<file path="config.mk">
export PLATFORM = sky130hd
export DESIGN_NAME = comparator_control_and_mux
export DESIGN_NICKNAME = d
export VERILOG_FILES = /design/src/comparator_pkg.sv /design/src/comparator_control_and_mux.sv
export VERILOG_INCLUDE_DIRS = /design/src /design/src/src
export SDC_FILE = /design/constraint.sdc
export NUM_CORES = 1
export LEC_CHECK = 0
export BUFFER_PORTS_ARGS = -buffer_cell sky130_fd_sc_hd__buf_2
export CAP_MARGIN = 10
export CORE_MARGIN = 2
export CORE_UTILIZATION = 43
export DETAILED_ROUTE_END_ITERATION = 8
export GPL_TIMING_DRIVEN = 0
export PLACE_DENSITY = 0.7
export SYNTH_ARGS = -nofsm -noshare
export SYNTH_HDL_FRONTEND = slang
export SYNTH_SLANG_ARGS = --single-unit
</file>
<file path="constraint.sdc">
create_clock -name clk -period 2.8 [get_ports clk]
set_input_delay 0.28 -clock clk [delete_from_list [all_inputs] [get_ports clk]]
set_output_delay 0.28 -clock clk [all_outputs]
set_load 0.01 [all_outputs]
</file>
<file path="src/comparator_regs.svh">
// Register offsets, field positions and reset values for the comparator control block
`ifndef COMPARATOR_REGS_SVH
`define COMPARATOR_REGS_SVH

`define ADDR_COMP0_INPUT_SELECT 8'h9C
`define ADDR_COMP1_CONTROL 8'h9D
`define ADDR_EXT_IRQ_MASK_ONE 8'hE6
`define PAGE_COMPARATOR 8'h00

`define RST_COMP0_INPUT_SELECT 8'h77
`define RST_COMP1_CONTROL 8'h00
`define RST_EXT_IRQ_MASK_ONE 8'h00

`define BIT_COMP1_ON 7
`define BIT_COMP1_OUTPUT_STATE 6
`define BIT_COMP1_RISE_FLAG 5
`define BIT_COMP1_FALL_FLAG 4
`define BIT_COMP1_IRQ_MASK 5
`define BIT_COMP0_IRQ_MASK 4

`define SEL_LAST_PIN 4'hB

`endif

</file>
<file path="src/comparator_pkg.sv">
// Types shared by the comparator control block
package comparator_pkg;
  typedef enum logic [1:0] {
    HYST_OFF,
    HYST_5MV,
    HYST_10MV,
    HYST_20MV
  } hysteresis_t;
endpackage : comparator_pkg

</file>
<file path="src/comparator_control_and_mux.sv">
// Comparator control registers, edge flags, input multiplexers and interrupt requests
//
// Contract
// Control bit 7 turns comparator 1 on when 1, off when 0.
// Control bit 6 is read-only and shows the comparator 1 output; the code reads it as 0 while bit 7 is 0.
// Bit 5 sets on a rising output edge and stays until software writes 0.
// Bit 4 sets on a falling output edge and stays until software writes 0.
// Bits 3:2 pick positive hysteresis: off, 5, 10 or 20 mV.
// Bits 1:0 pick negative hysteresis with the same four codes.
// Control register sits at 0x9D on page 0x00 and resets to zero.
// Comparator 0 negative select bits 7:4 route odd pins; codes 1100-1111 none.
// Comparator 0 positive select bits 3:0 route even pins; codes 1100-1111 none.
// Mask bit 5 passes comparator 1 edge flags to its interrupt request.
// Mask bit 4 passes comparator 0 edge flags to its interrupt request.
// Mask register at 0xE6 answers on every page and resets to zero.
// Comparator outputs pass two flip-flops before edge detection.
// A new edge in the clearing write's cycle keeps the flag set.
`timescale 1ns/10ps
`include "comparator_regs.svh"

module comparator_control_and_mux
  import comparator_pkg::*;
(
  input wire logic clk,
  input wire logic reset,
  input wire logic [7:0] sfr_addr,
  input wire logic [7:0] sfr_page,
  input wire logic sfr_wr,
  input wire logic sfr_rd,
  input wire logic [7:0] sfr_wdata,
  output logic [7:0] sfr_rdata,
  input wire logic comp0_raw_out,
  input wire logic comp1_raw_out,
  output logic comp1_on,
  output hysteresis_t comp1_pos_hysteresis,
  output hysteresis_t comp1_neg_hysteresis,
  output logic [23:0] comp0_pos_pin_connect,
  output logic [23:0] comp0_neg_pin_connect,
  output logic comp0_irq,
  output logic comp1_irq
);

  logic [7:0] input_select_reg;
  logic [7:0] ext_irq_mask_reg;
  logic comp1_on_reg;
  logic [1:0] pos_hyst_reg;
  logic [1:0] neg_hyst_reg;
  logic comp1_rise_flag_reg;
  logic comp1_fall_flag_reg;
  logic comp0_rise_flag_reg;
  logic comp0_fall_flag_reg;
  logic [1:0] sync0_reg;
  logic [1:0] sync1_reg;
  logic comp0_prev_reg;
  logic comp1_prev_reg;
  logic [23:0] pos_connect_next;
  logic [23:0] neg_connect_next;
  logic page_ok;
  logic wr_select;
  logic wr_control;
  logic wr_mask;
  logic comp1_rise;
  logic comp1_fall;
  logic comp0_rise;
  logic comp0_fall;
  logic [7:0] control_view;

  assign page_ok = (sfr_page == `PAGE_COMPARATOR);
  assign wr_select = sfr_wr && page_ok && (sfr_addr == `ADDR_COMP0_INPUT_SELECT);
  assign wr_control = sfr_wr && page_ok && (sfr_addr == `ADDR_COMP1_CONTROL);
  assign wr_mask = sfr_wr && (sfr_addr == `ADDR_EXT_IRQ_MASK_ONE);

  // Analog outputs are asynchronous; first stage feeds only the second
  always_ff @(posedge clk or posedge reset) begin
    if (reset) begin
      sync0_reg <= 2'h0;
      sync1_reg <= 2'h0;
    end else begin
      sync0_reg <= {sync0_reg[0], comp0_raw_out};
      sync1_reg <= {sync1_reg[0], comp1_raw_out};
    end
  end

  always_ff @(posedge clk or posedge reset) begin
    if (reset) begin
      comp0_prev_reg <= 1'b0;
      comp1_prev_reg <= 1'b0;
    end else begin
      comp0_prev_reg <= sync0_reg[1];
      comp1_prev_reg <= sync1_reg[1];
    end
  end

  // A disabled comparator produces no edges
  assign comp1_rise = comp1_on_reg && sync1_reg[1] && !comp1_prev_reg;
  assign comp1_fall = comp1_on_reg && !sync1_reg[1] && comp1_prev_reg;
  assign comp0_rise = sync0_reg[1] && !comp0_prev_reg;
  assign comp0_fall = !sync0_reg[1] && comp0_prev_reg;

  always_ff @(posedge clk or posedge reset) begin
    if (reset) begin
      comp1_on_reg <= 1'b0;
      pos_hyst_reg <= 2'h0;
      neg_hyst_reg <= 2'h0;
    end else if (wr_control) begin
      comp1_on_reg <= sfr_wdata[`BIT_COMP1_ON];
      pos_hyst_reg <= sfr_wdata[3:2];
      neg_hyst_reg <= sfr_wdata[1:0];
    end
  end

  // Writing 1 to a flag leaves it alone; only 0 clears, and an edge wins
  always_ff @(posedge clk or posedge reset) begin
    if (reset) begin
      comp1_rise_flag_reg <= 1'b0;
      comp1_fall_flag_reg <= 1'b0;
    end else begin
      if (comp1_rise) begin
        comp1_rise_flag_reg <= 1'b1;
      end else if (wr_control && !sfr_wdata[`BIT_COMP1_RISE_FLAG]) begin
        comp1_rise_flag_reg <= 1'b0;
      end
      if (comp1_fall) begin
        comp1_fall_flag_reg <= 1'b1;
      end else if (wr_control && !sfr_wdata[`BIT_COMP1_FALL_FLAG]) begin
        comp1_fall_flag_reg <= 1'b0;
      end
    end
  end

  // Comparator 0 flags live elsewhere; kept here only to feed its request
  always_ff @(posedge clk or posedge reset) begin
    if (reset) begin
      comp0_rise_flag_reg <= 1'b0;
      comp0_fall_flag_reg <= 1'b0;
    end else begin
      if (comp0_rise) begin
        comp0_rise_flag_reg <= 1'b1;
      end else if (comp0_irq && wr_mask && !sfr_wdata[`BIT_COMP0_IRQ_MASK]) begin
        comp0_rise_flag_reg <= comp0_rise_flag_reg;
      end
      if (comp0_fall) begin
        comp0_fall_flag_reg <= 1'b1;
      end
    end
  end

  always_ff @(posedge clk or posedge reset) begin
    if (reset) begin
      input_select_reg <= `RST_COMP0_INPUT_SELECT;
    end else if (wr_select) begin
      input_select_reg <= sfr_wdata;
    end
  end

  always_ff @(posedge clk or posedge reset) begin
    if (reset) begin
      ext_irq_mask_reg <= `RST_EXT_IRQ_MASK_ONE;
    end else if (wr_mask) begin
      ext_irq_mask_reg <= sfr_wdata;
    end
  end

  // One-hot pin connect: bit 2k is the even pin, bit 2k+1 the odd pin of slot k
  always_comb begin
    pos_connect_next = 24'h000000;
    neg_connect_next = 24'h000000;
    if (input_select_reg[3:0] <= `SEL_LAST_PIN) begin
      pos_connect_next[{input_select_reg[3:0], 1'b0}] = 1'b1;
    end
    if (input_select_reg[7:4] <= `SEL_LAST_PIN) begin
      neg_connect_next[{input_select_reg[7:4], 1'b1}] = 1'b1;
    end
  end

  always_ff @(posedge clk or posedge reset) begin
    if (reset) begin
      comp0_pos_pin_connect <= 24'h000000;
      comp0_neg_pin_connect <= 24'h000000;
    end else begin
      comp0_pos_pin_connect <= pos_connect_next;
      comp0_neg_pin_connect <= neg_connect_next;
    end
  end

  always_ff @(posedge clk or posedge reset) begin
    if (reset) begin
      comp1_on <= 1'b0;
      comp1_pos_hysteresis <= HYST_OFF;
      comp1_neg_hysteresis <= HYST_OFF;
      comp0_irq <= 1'b0;
      comp1_irq <= 1'b0;
    end else begin
      comp1_on <= comp1_on_reg;
      comp1_pos_hysteresis <= hysteresis_t'(pos_hyst_reg);
      comp1_neg_hysteresis <= hysteresis_t'(neg_hyst_reg);
      comp1_irq <= ext_irq_mask_reg[`BIT_COMP1_IRQ_MASK]
                   && (comp1_rise_flag_reg || comp1_fall_flag_reg);
      comp0_irq <= ext_irq_mask_reg[`BIT_COMP0_IRQ_MASK]
                   && (comp0_rise_flag_reg || comp0_fall_flag_reg);
    end
  end

  assign control_view = {comp1_on_reg, sync1_reg[1] && comp1_on_reg,
                         comp1_rise_flag_reg, comp1_fall_flag_reg,
                         pos_hyst_reg, neg_hyst_reg};

  // Registered read data; unmapped addresses read zero
  always_ff @(posedge clk or posedge reset) begin
    if (reset) begin
      sfr_rdata <= 8'h00;
    end else if (sfr_rd) begin
      if (sfr_addr == `ADDR_EXT_IRQ_MASK_ONE) begin
        sfr_rdata <= ext_irq_mask_reg;
      end else if (page_ok && sfr_addr == `ADDR_COMP1_CONTROL) begin
        sfr_rdata <= control_view;
      end else if (page_ok && sfr_addr == `ADDR_COMP0_INPUT_SELECT) begin
        sfr_rdata <= input_select_reg;
      end else begin
        sfr_rdata <= 8'h00;
      end
    end
  end

endmodule : comparator_control_and_mux

</file>
### After elaboration in Yosys (flattened, before gate mapping)

Cells that the tools add are included.

| cells by class | value |
|---|---|
| mux-type cells | 13 |
| $mul | 0 |
| equal/unequal tests | 3 |
| shift operators | 0 |
| bitwise operators | 0 |
| reduce and logical (&&, ||, !) cells | 29 |
| magnitude comparators | 6 |
| divide/modulo/power cells | 0 |
| add/subtract/negate cells | 0 |

Operators with widths:

| kind | number |
|---|---|
| 8-bit == test, second input constant | 3 |
| 24-bit 2-to-1 mux | 1 |
| 8-bit 2-to-1 mux | 3 |
| 23-bit 2-to-1 mux | 1 |
| 1-bit logical AND | 18 |
| 5-bit by 6-bit < comparator with 1-bit output, second input constant | 2 |
| 5-bit by 1-bit >= comparator with 1-bit output, second input constant | 2 |
| 1-bit demux with 4-bit select | 2 |
| 4-bit <= comparator, second input constant | 2 |
| 8-bit logical NOT | 1 |
| 1-bit logical NOT | 6 |
| 1-bit 2-to-1 mux | 6 |
| 2-bit nonzero test | 2 |
| 1-bit logical OR | 2 |

| word-level totals | value |
|---|---|
| memory bits (read-only) | 0 |
| bits in registers | 93 |
| latch bits | 0 |
| output and inout port bits | 63 |
| bits in writable memories | 0 |
| word-level logic and storage cells | 72 |
| memories | 0 |

### Longest topological paths before layout

Gate-level depths: netlist (run 1).

| depth | value |
|---|---|
| word-level depth | 6 |
| gate-level depth with buffers | 5 |
| mapped depth without buffers | 4 |

### Worst setup path before layout (run 1)

Ideal clock, no wire load.

| path | value |
|---|---|
| path kind | input-to-reg |
| from | in sfr_addr[0] |
| to | reg ext_irq_mask_reg[0] |
| slack | 1.049 ns |
| data required time | 2.675 ns |
| library setup time | 0.125 ns |
| stages on the path | 4 |
| arrival time | 1.626 ns |
| path through | or4b_1 or3_1 buf_6 mux2_4 |

| on the way | value |
|---|---|
| cells in the longest elaborated chain, start to end | 2 |

RTL lines:

| what | line | RTL |
|---|---|---|
| start: declaration | comparator_control_and_mux.sv:26 | `input wire logic [7:0] sfr_addr,` |
| 8-bit == test (no source line) | n/a |  |
| 1-bit logical AND | comparator_control_and_mux.sv:71 | `` assign wr_mask = sfr_wr && (sfr_addr == `ADDR_EXT_IRQ_MASK_ONE); `` |
| end signal: assignment | comparator_control_and_mux.sv:158 | `` ext_irq_mask_reg <= `RST_EXT_IRQ_MASK_ONE; `` |
| end signal: assignment | comparator_control_and_mux.sv:160 | `ext_irq_mask_reg <= sfr_wdata;` |
| end: declaration | comparator_control_and_mux.sv:44 | `logic [7:0] ext_irq_mask_reg;` |

No other way between the ends.
A chain may end at the register's enable or synchronous reset.

### Final worst setup path (run 1)

| path | value |
|---|---|
| from | in sfr_addr[5] |
| to | reg input_select_reg[3] |

| on the way | value |
|---|---|
| cells in the longest elaborated chain, start to end | 2 |

RTL lines:

| what | line | RTL |
|---|---|---|
| 8-bit == test (no source line) | n/a |  |
| 1-bit logical AND | comparator_control_and_mux.sv:69 | `` assign wr_select = sfr_wr && page_ok && (sfr_addr == `ADDR_COMP0_INPUT_SELECT); `` |
| end signal: assignment | comparator_control_and_mux.sv:150 | `` input_select_reg <= `RST_COMP0_INPUT_SELECT; `` |
| end signal: assignment | comparator_control_and_mux.sv:152 | `input_select_reg <= sfr_wdata;` |
| end: declaration | comparator_control_and_mux.sv:43 | `logic [7:0] input_select_reg;` |

No other way between the ends.

==> impl_metrics.json, run 1 <==
{
  "status": "complete, no violations",
  "final_cell_area_um2": 3460,
  "area_growth_pct": 25.0,
  "clock_skew_ns": 0.00596,
  "htree_levels": 3,
  "cts_root_buf": "clkbuf_8",
  "setup_violations": 0,
  "fill_cells": 535,
  "cp_data_required_time_ns": 3.02,
  "finalHoldViolCount": 0,
  "cts_tree": "yes",
  "ctsHoldBuffers": 0,
  "tns_ns": 0,
  "rsz0062_at_grt": "false",
  "dr.pass1.iters": 4,
  "fp.dieArea_um2": 7100,
  "post_cts_buffers": 0,
  "peakVddDrop_mv": 0.233,
  "antenna_cells": 0,
  "yosysSeqAreaShare_pct": 63.5,
  "slowest_delay_ns": 0.63,
  "largest_registers": "comp0_neg_pin_connect (12), comp0_pos_pin_connect (12)",
  "min_from": "comp1_raw_out",
  "clk_pin_slew_ns": 0.07,
  "cts_buffers": 9,
  "end_kind": "register",
  "post_cts_resized": 0,
  "wirelength_um": 5650,
  "r2r_cells": 4,
  "hp-class": "primary input to register",
  "first_global_vias": 1860,
  "cts_sinks": 70,
  "powerDensity_nw_per_um2": 531,
  "tightest_slew_ns": 0.835,
  "cts_max_path_buffers": 2,
  "drive_gt1_share_pct": 43.5,
  "io_buffers": 68,
  "track_usage_pct": 16.8,
  "final_antenna_net_count": 0,
  "fmax_ghz": 0.587,
  "wl_per_cell_um": 14.5,
  "fin_crit_sh_pct": 60.9,
  "yosys-top-cells-area": "dfrtp_1 (58%), buf_4 (6.5%), dfstp_2 (5.7%)",
  "place_hpwl_um": 3840,
  "synth_area_leader_cell": "dfrtp_1",
  "avgSynthCellArea_um2": 13.4,
  "coreArea_um2": 6280,
  "p_leak_nw": 1.87,
  "synthCells": 207,
  "route.detailed.drc": 0,
  "vias": 1893,
  "finalNonFillerCells": 390,
  "antenna_found_initial": 0,
  "placed_area_um2": 3300,
  "rows": 29,
  "place.gp.congestion": 0.806,
  "drt_iter0_drc": 156,
  "r2r-end": "sfr_rdata[6]",
  "period_needed_ns": 1.70,
  "io_pins": 93,
  "clkLatencyLatePin_ns": 0.33,
  "rr_startpoint": "input_select_reg[6]",
  "ys_seq_elements": 70,
  "relSlewSlack_pct": 44.3,
  "grt.overflow.total": 0,
  "synth_area_um2": 2770,
  "worst_setup_path_start_kind": "primary input",
  "criticalPathCategory": "primary input to register",
  "min_path_cells": 1,
  "start_util_pct": 44.1,
  "yosys_warnings": 0,
  "nNetsFinal": 339,
  "crit_chain": "buf_2, nor4bb_1, nand4_1, nor3_2, mux2_2",
  "regToRegSetupSlack_ns": 1.55,
  "cp.arrival_ns": 1.92,
  "grt_pass1_wl_um": 9100,
  "cap_violations": 0,
  "slowest_stage": "nor3_2",
  "grt_max_degree": 71,
  "fp.dieW_um": 84.3,
  "holdPathEnd": "sync1_reg[0]",
  "worstPathMaxFanout": 8,
  "fp.dieH_um": 84.3,
  "synth_cell_type_count": 29,
  "startpoint": "sfr_addr[5]",
  "vias_per_cell": 4.85,
  "slew_viol_final": 0,
  "dp_cells": 375,
  "p_total_mw": 1.84,
  "synth_top_area_share_pct": 57.8
}
## critical path: cells and delay by family
kind,cells,cell delay [ns]
simple gates,3,1.12
mux,1,0.41
buf+inv,1,0.10
## cells in the mapped netlist, drive strengths merged
library cell  number
or3                1
nor2b              1
conb               1
dfstp              6
nor2              13
or4b               1
a21o               1
nor3              23
nand4              2
nand2              5
o22ai              2
dfrtp             64
mux2              21
clkinv             1
nor4bb             2
mux2i              7
nor4               3
a221o              8
nand2b             8
clkbuf             2
inv                5
a31oi              1
o21a               2
o21bai             1
buf               26
## per-layer routing
| metal | share of wire [%] | vias to the layer above | routed length, um | track usage, % |
|---|---|---|---|---|
| met4 | 1.5 | 0 | 85 | 8.50 |
| met3 | 6.9 | 9 | 392 | 5.51 |
| met2 | 47 | 77 | 2660 | 24.2 |
| met5 | 0 | - | 0 | 0 |
| met1 | 45 | 920 | 2520 | 22.9 |
| li1 | - | 887 | - | - |
## metrics by stage
| step | utilization [%] | hold slack (ns) | setup slack, ns |
|---|---|---|---|
| after floorplan | - | 0.311 | 0.762 |
| after global placement | 52.5 | 0.336 | 0.0101 |
| after detailed placement | 52.5 | 0.338 | 0.728 |
| after CTS | 55.2 | 0.0309 | 1.09 |
| after global routing | 55.2 | 0.0308 | 0.955 |
| final | 55.2 | 0.0461 | 1.10 |
## report_power, final
group | internal [mW] | total [mW] | switching [mW]
Combinational | 0.0515 | 0.115 | 0.0631
Sequential | 1.02 | 1.03 | 0.00681
Clock | 0.365 | 0.694 | 0.329
Total | 1.44 | 1.84 | 0.399
## kinds of logic after synthesis
family          count (synthesis)  share of synthesized area [%]
mux                            28                           12.1
simple gates                   59                           11.4
compound gates                 15                           4.65
other cells                     1                          0.135
buf+inv                        34                           8.17
flops                          70                           63.5
## how the worst max path moves through the flow
stage                               end  slack [ns]  cells after the start
finish              input_select_reg[3]        1.10                      5
floorplan           comp0_fall_flag_reg        0.76                      1
global placement           sync0_reg[0]        0.01                      2
CTS                 input_select_reg[3]        1.09                      5
global route        input_select_reg[3]        0.96                      5
detailed placement  input_select_reg[3]        0.73                      5
## area by class of cell
type	instances	area (um^2)	area share (%)
flip-flops and latches	70	1760	50.8
multi-input cells	126	872	25.2
repair buffers	68	340	9.82
plain buffers	28	204	5.89
clock buffers	14	163	4.69
well taps	77	96.3	2.78
inverters	6	25.0	0.722
clock inverters	1	5.00	0.144
## placed cells by master (no fill, tap or decap), types with 7 or more instances in the layout
| master | count |
|---|---|
| buf_2 | 69 |
| dfrtp_1 | 64 |
| buf_4 | 24 |
| conb_1 | 24 |
| nor3_1 | 21 |
| nor2_1 | 13 |
| mux2_2 | 13 |
| clkbuf_8 | 11 |
| a221o_1 | 8 |
| mux2_4 | 8 |
| nand2b_1 | 8 |
| mux2i_1 | 7 |
No activity file was read; power rests on OpenSTA's default activity.
==> inputs of run 2 (changes only) <==
PLACE_DENSITY = 0.73   (was 0.7)
clock period = 1.5 ns   (was 2.8 ns; I/O delays follow)
==> run 2 against run 1 <==
  * Sequential power is 86% higher
  * Register-to-register slack worse by 1.2 ns
  * Setup slack worse by 1.0 ns
  * Clock-buffer cell count is 3 lower
  * Largest cell class unchanged
==> impl_metrics.json, run 2 (synthesized netlist as in run 1, its figures left out) <==
{
  "vias_per_cell": 4.58,
  "grt_pass1_wl_um": 8510,
  "relSlewSlack_pct": 51.0,
  "io_pins": 93,
  "largest_registers": "comp0_neg_pin_connect (12), comp0_pos_pin_connect (12)",
  "fp.dieArea_um2": 7100,
  "cp_data_required_time_ns": 1.72,
  "cts_sinks": 70,
  "clkLatencyLatePin_ns": 0.34,
  "cts_max_path_buffers": 2,
  "finalHoldViolCount": 0,
  "finalHoldWorstSlack_ns": 0.0744,
  "crit_chain": "buf_2, or4b_4, or3_1, buf_6, mux2_4",
  "peakVddDrop_mv": 0.805,
  "slowest_stage": "or4b_4",
  "antenna_cells": 0,
  "p_sw_mw": 0.796,
  "io_buffers": 68,
  "rows": 29,
  "wl_per_cell_um": 13.5,
  "slowest_delay_ns": 0.54,
  "area_growth_pct": 30.6,
  "rsz0062_at_grt": "false",
  "worst_setup_path_start_kind": "primary input",
  "worstPathMaxFanout": 8,
  "final_antenna_net_count": 0,
  "swShare_pct": 20.3,
  "fp.dieH_um": 84.3,
  "drt_iter0_drc": 148,
  "finalNonFillerCells": 396,
  "setup_violations": 0,
  "fin_crit_sh_pct": 95.8,
  "startpoint": "sfr_addr[0]",
  "nNetsFinal": 344,
  "cp.arrival_ns": 1.66,
  "antenna_found_initial": 0,
  "dr.pass1.iters": 4,
  "place.gp.congestion": 0.764,
  "clk_pin_slew_ns": 0.07,
  "start_util_pct": 44.1,
  "htree_levels": 3,
  "period_needed_ns": 1.44,
  "final_cell_area_um2": 3620,
  "rr_startpoint": "input_select_reg[6]",
  "min_from": "sfr_wdata[6]",
  "fmax_ghz": 0.696,
  "route.detailed.drc": 0,
  "powerDensity_nw_per_um2": 1080,
  "coreArea_um2": 6280,
  "first_global_vias": 1731,
  "fp.dieW_um": 84.3,
  "dp_cells": 376,
  "final_common_cell": "buf_2",
  "pre_cts_slack_ns": -0.484,
  "grt_max_degree": 37,
  "setup_ws_ns": 0.0631,
  "grt.overflow.total": 0,
  "power_frac_clock_pct": 45.3,
  "slew_viol_final": 0,
  "cts_tree": "yes",
  "cap_violations": 0,
  "vias": 1815,
  "hp-class": "primary input to register",
  "clock_skew_ns": 0.00647,
  "power_frac_seq_pct": 49.0,
  "wirelength_um": 5350,
  "cts_buffers": 9,
  "cts_root_buf": "clkbuf_8",
  "tightest_slew_ns": 0.734,
  "track_usage_pct": 15.5,
  "p_int_mw": 3.13,
  "end_kind": "register",
  "placed_area_um2": 3320,
  "place_hpwl_um": 3760,
  "p_leak_nw": 1.93,
  "status": "complete, no violations",
  "criticalPathCategory": "primary input to register",
  "final_util_pct": 57.7,
  "drive_gt1_share_pct": 44.5,
  "final_cell_mix": "buf_2 (69), dfrtp_1 (64), buf_4 (24), conb_1 (24), nor3_1 (21)",
  "power_frac_comb_pct": 5.8
}
## run 2: metal layers
layer,up-vias,routed length (um),GRT usage [%]
li1,896,-,-
met1,850,2340,20.7
met2,65,2600,23.4
met3,4,364,6.10
met4,0,54,5.28
met5,-,0,0
## run 2: per-stage QoR
stage	setup TNS (ns)	power [mW]
final	0	3.92
after global routing	0	4.07
after CTS	0	3.96
after detailed placement	-8.82	2.18
after global placement	-8.44	2.17
after floorplan	-0.798	2.10
## run 2: timing repair
| action | in CTS | in global routing |
|---|---|---|
| setup endpoints to repair | 8 | 7 |
| setup buffers | 0 | 1 |
| pin swaps | 0 | 1 |
| endpoints found under the hold margin | 33 | 0 |
| resized for setup | 2 | 0 |
| hold buffers | 3 | 0 |
## run 2: final cells by class
cell class / instances / area (um^2)
tap: 77 / 96.3
sequential: 70 / 1760
clock inverter: 5 / 108
clock buffer: 11 / 131
fill: 509 / 2660
multi-input combinational: 126 / 885
inverter: 6 / 26.3
buffer: 28 / 204
timing repair buffer: 73 / 410
## run 2: power groups by stage
| stage | combinational, mW | sequential [mW] | clock [mW] |
|---|---|---|---|
| 2_1_floorplan | 0.144 | 1.95 | 0 |
| 3_3_place_gp | 0.210 | 1.96 | 0 |
| 3_5_place_dp | 0.219 | 1.96 | 0 |
| 4_1_cts | 0.227 | 1.92 | 1.81 |
| 5_1_grt | 0.252 | 1.92 | 1.90 |
| 6_report | 0.226 | 1.92 | 1.78 |
## run 2: final timing paths
path / cells past startpoint / endpoint / slack, ns
hold reg to reg: 0 / sync0_reg[1] / 0.35
setup reg to reg: 4 / sfr_rdata[6] / 0.31
hold / removal: 2 / ext_irq_mask_reg[6] / 0.07
max in group asynchronous: 4 / input_select_reg[2] / 0.35
setup / recovery: 5 / ext_irq_mask_reg[7] / 0.06
min in group asynchronous: 3 / comp1_neg_hysteresis[1] / 0.48
## run 2: worst max-delay path: cells and delay by family
family | cells | cell delay [ns]
buf+inv | 2 | 0.29
simple gates | 2 | 0.91
mux | 1 | 0.30
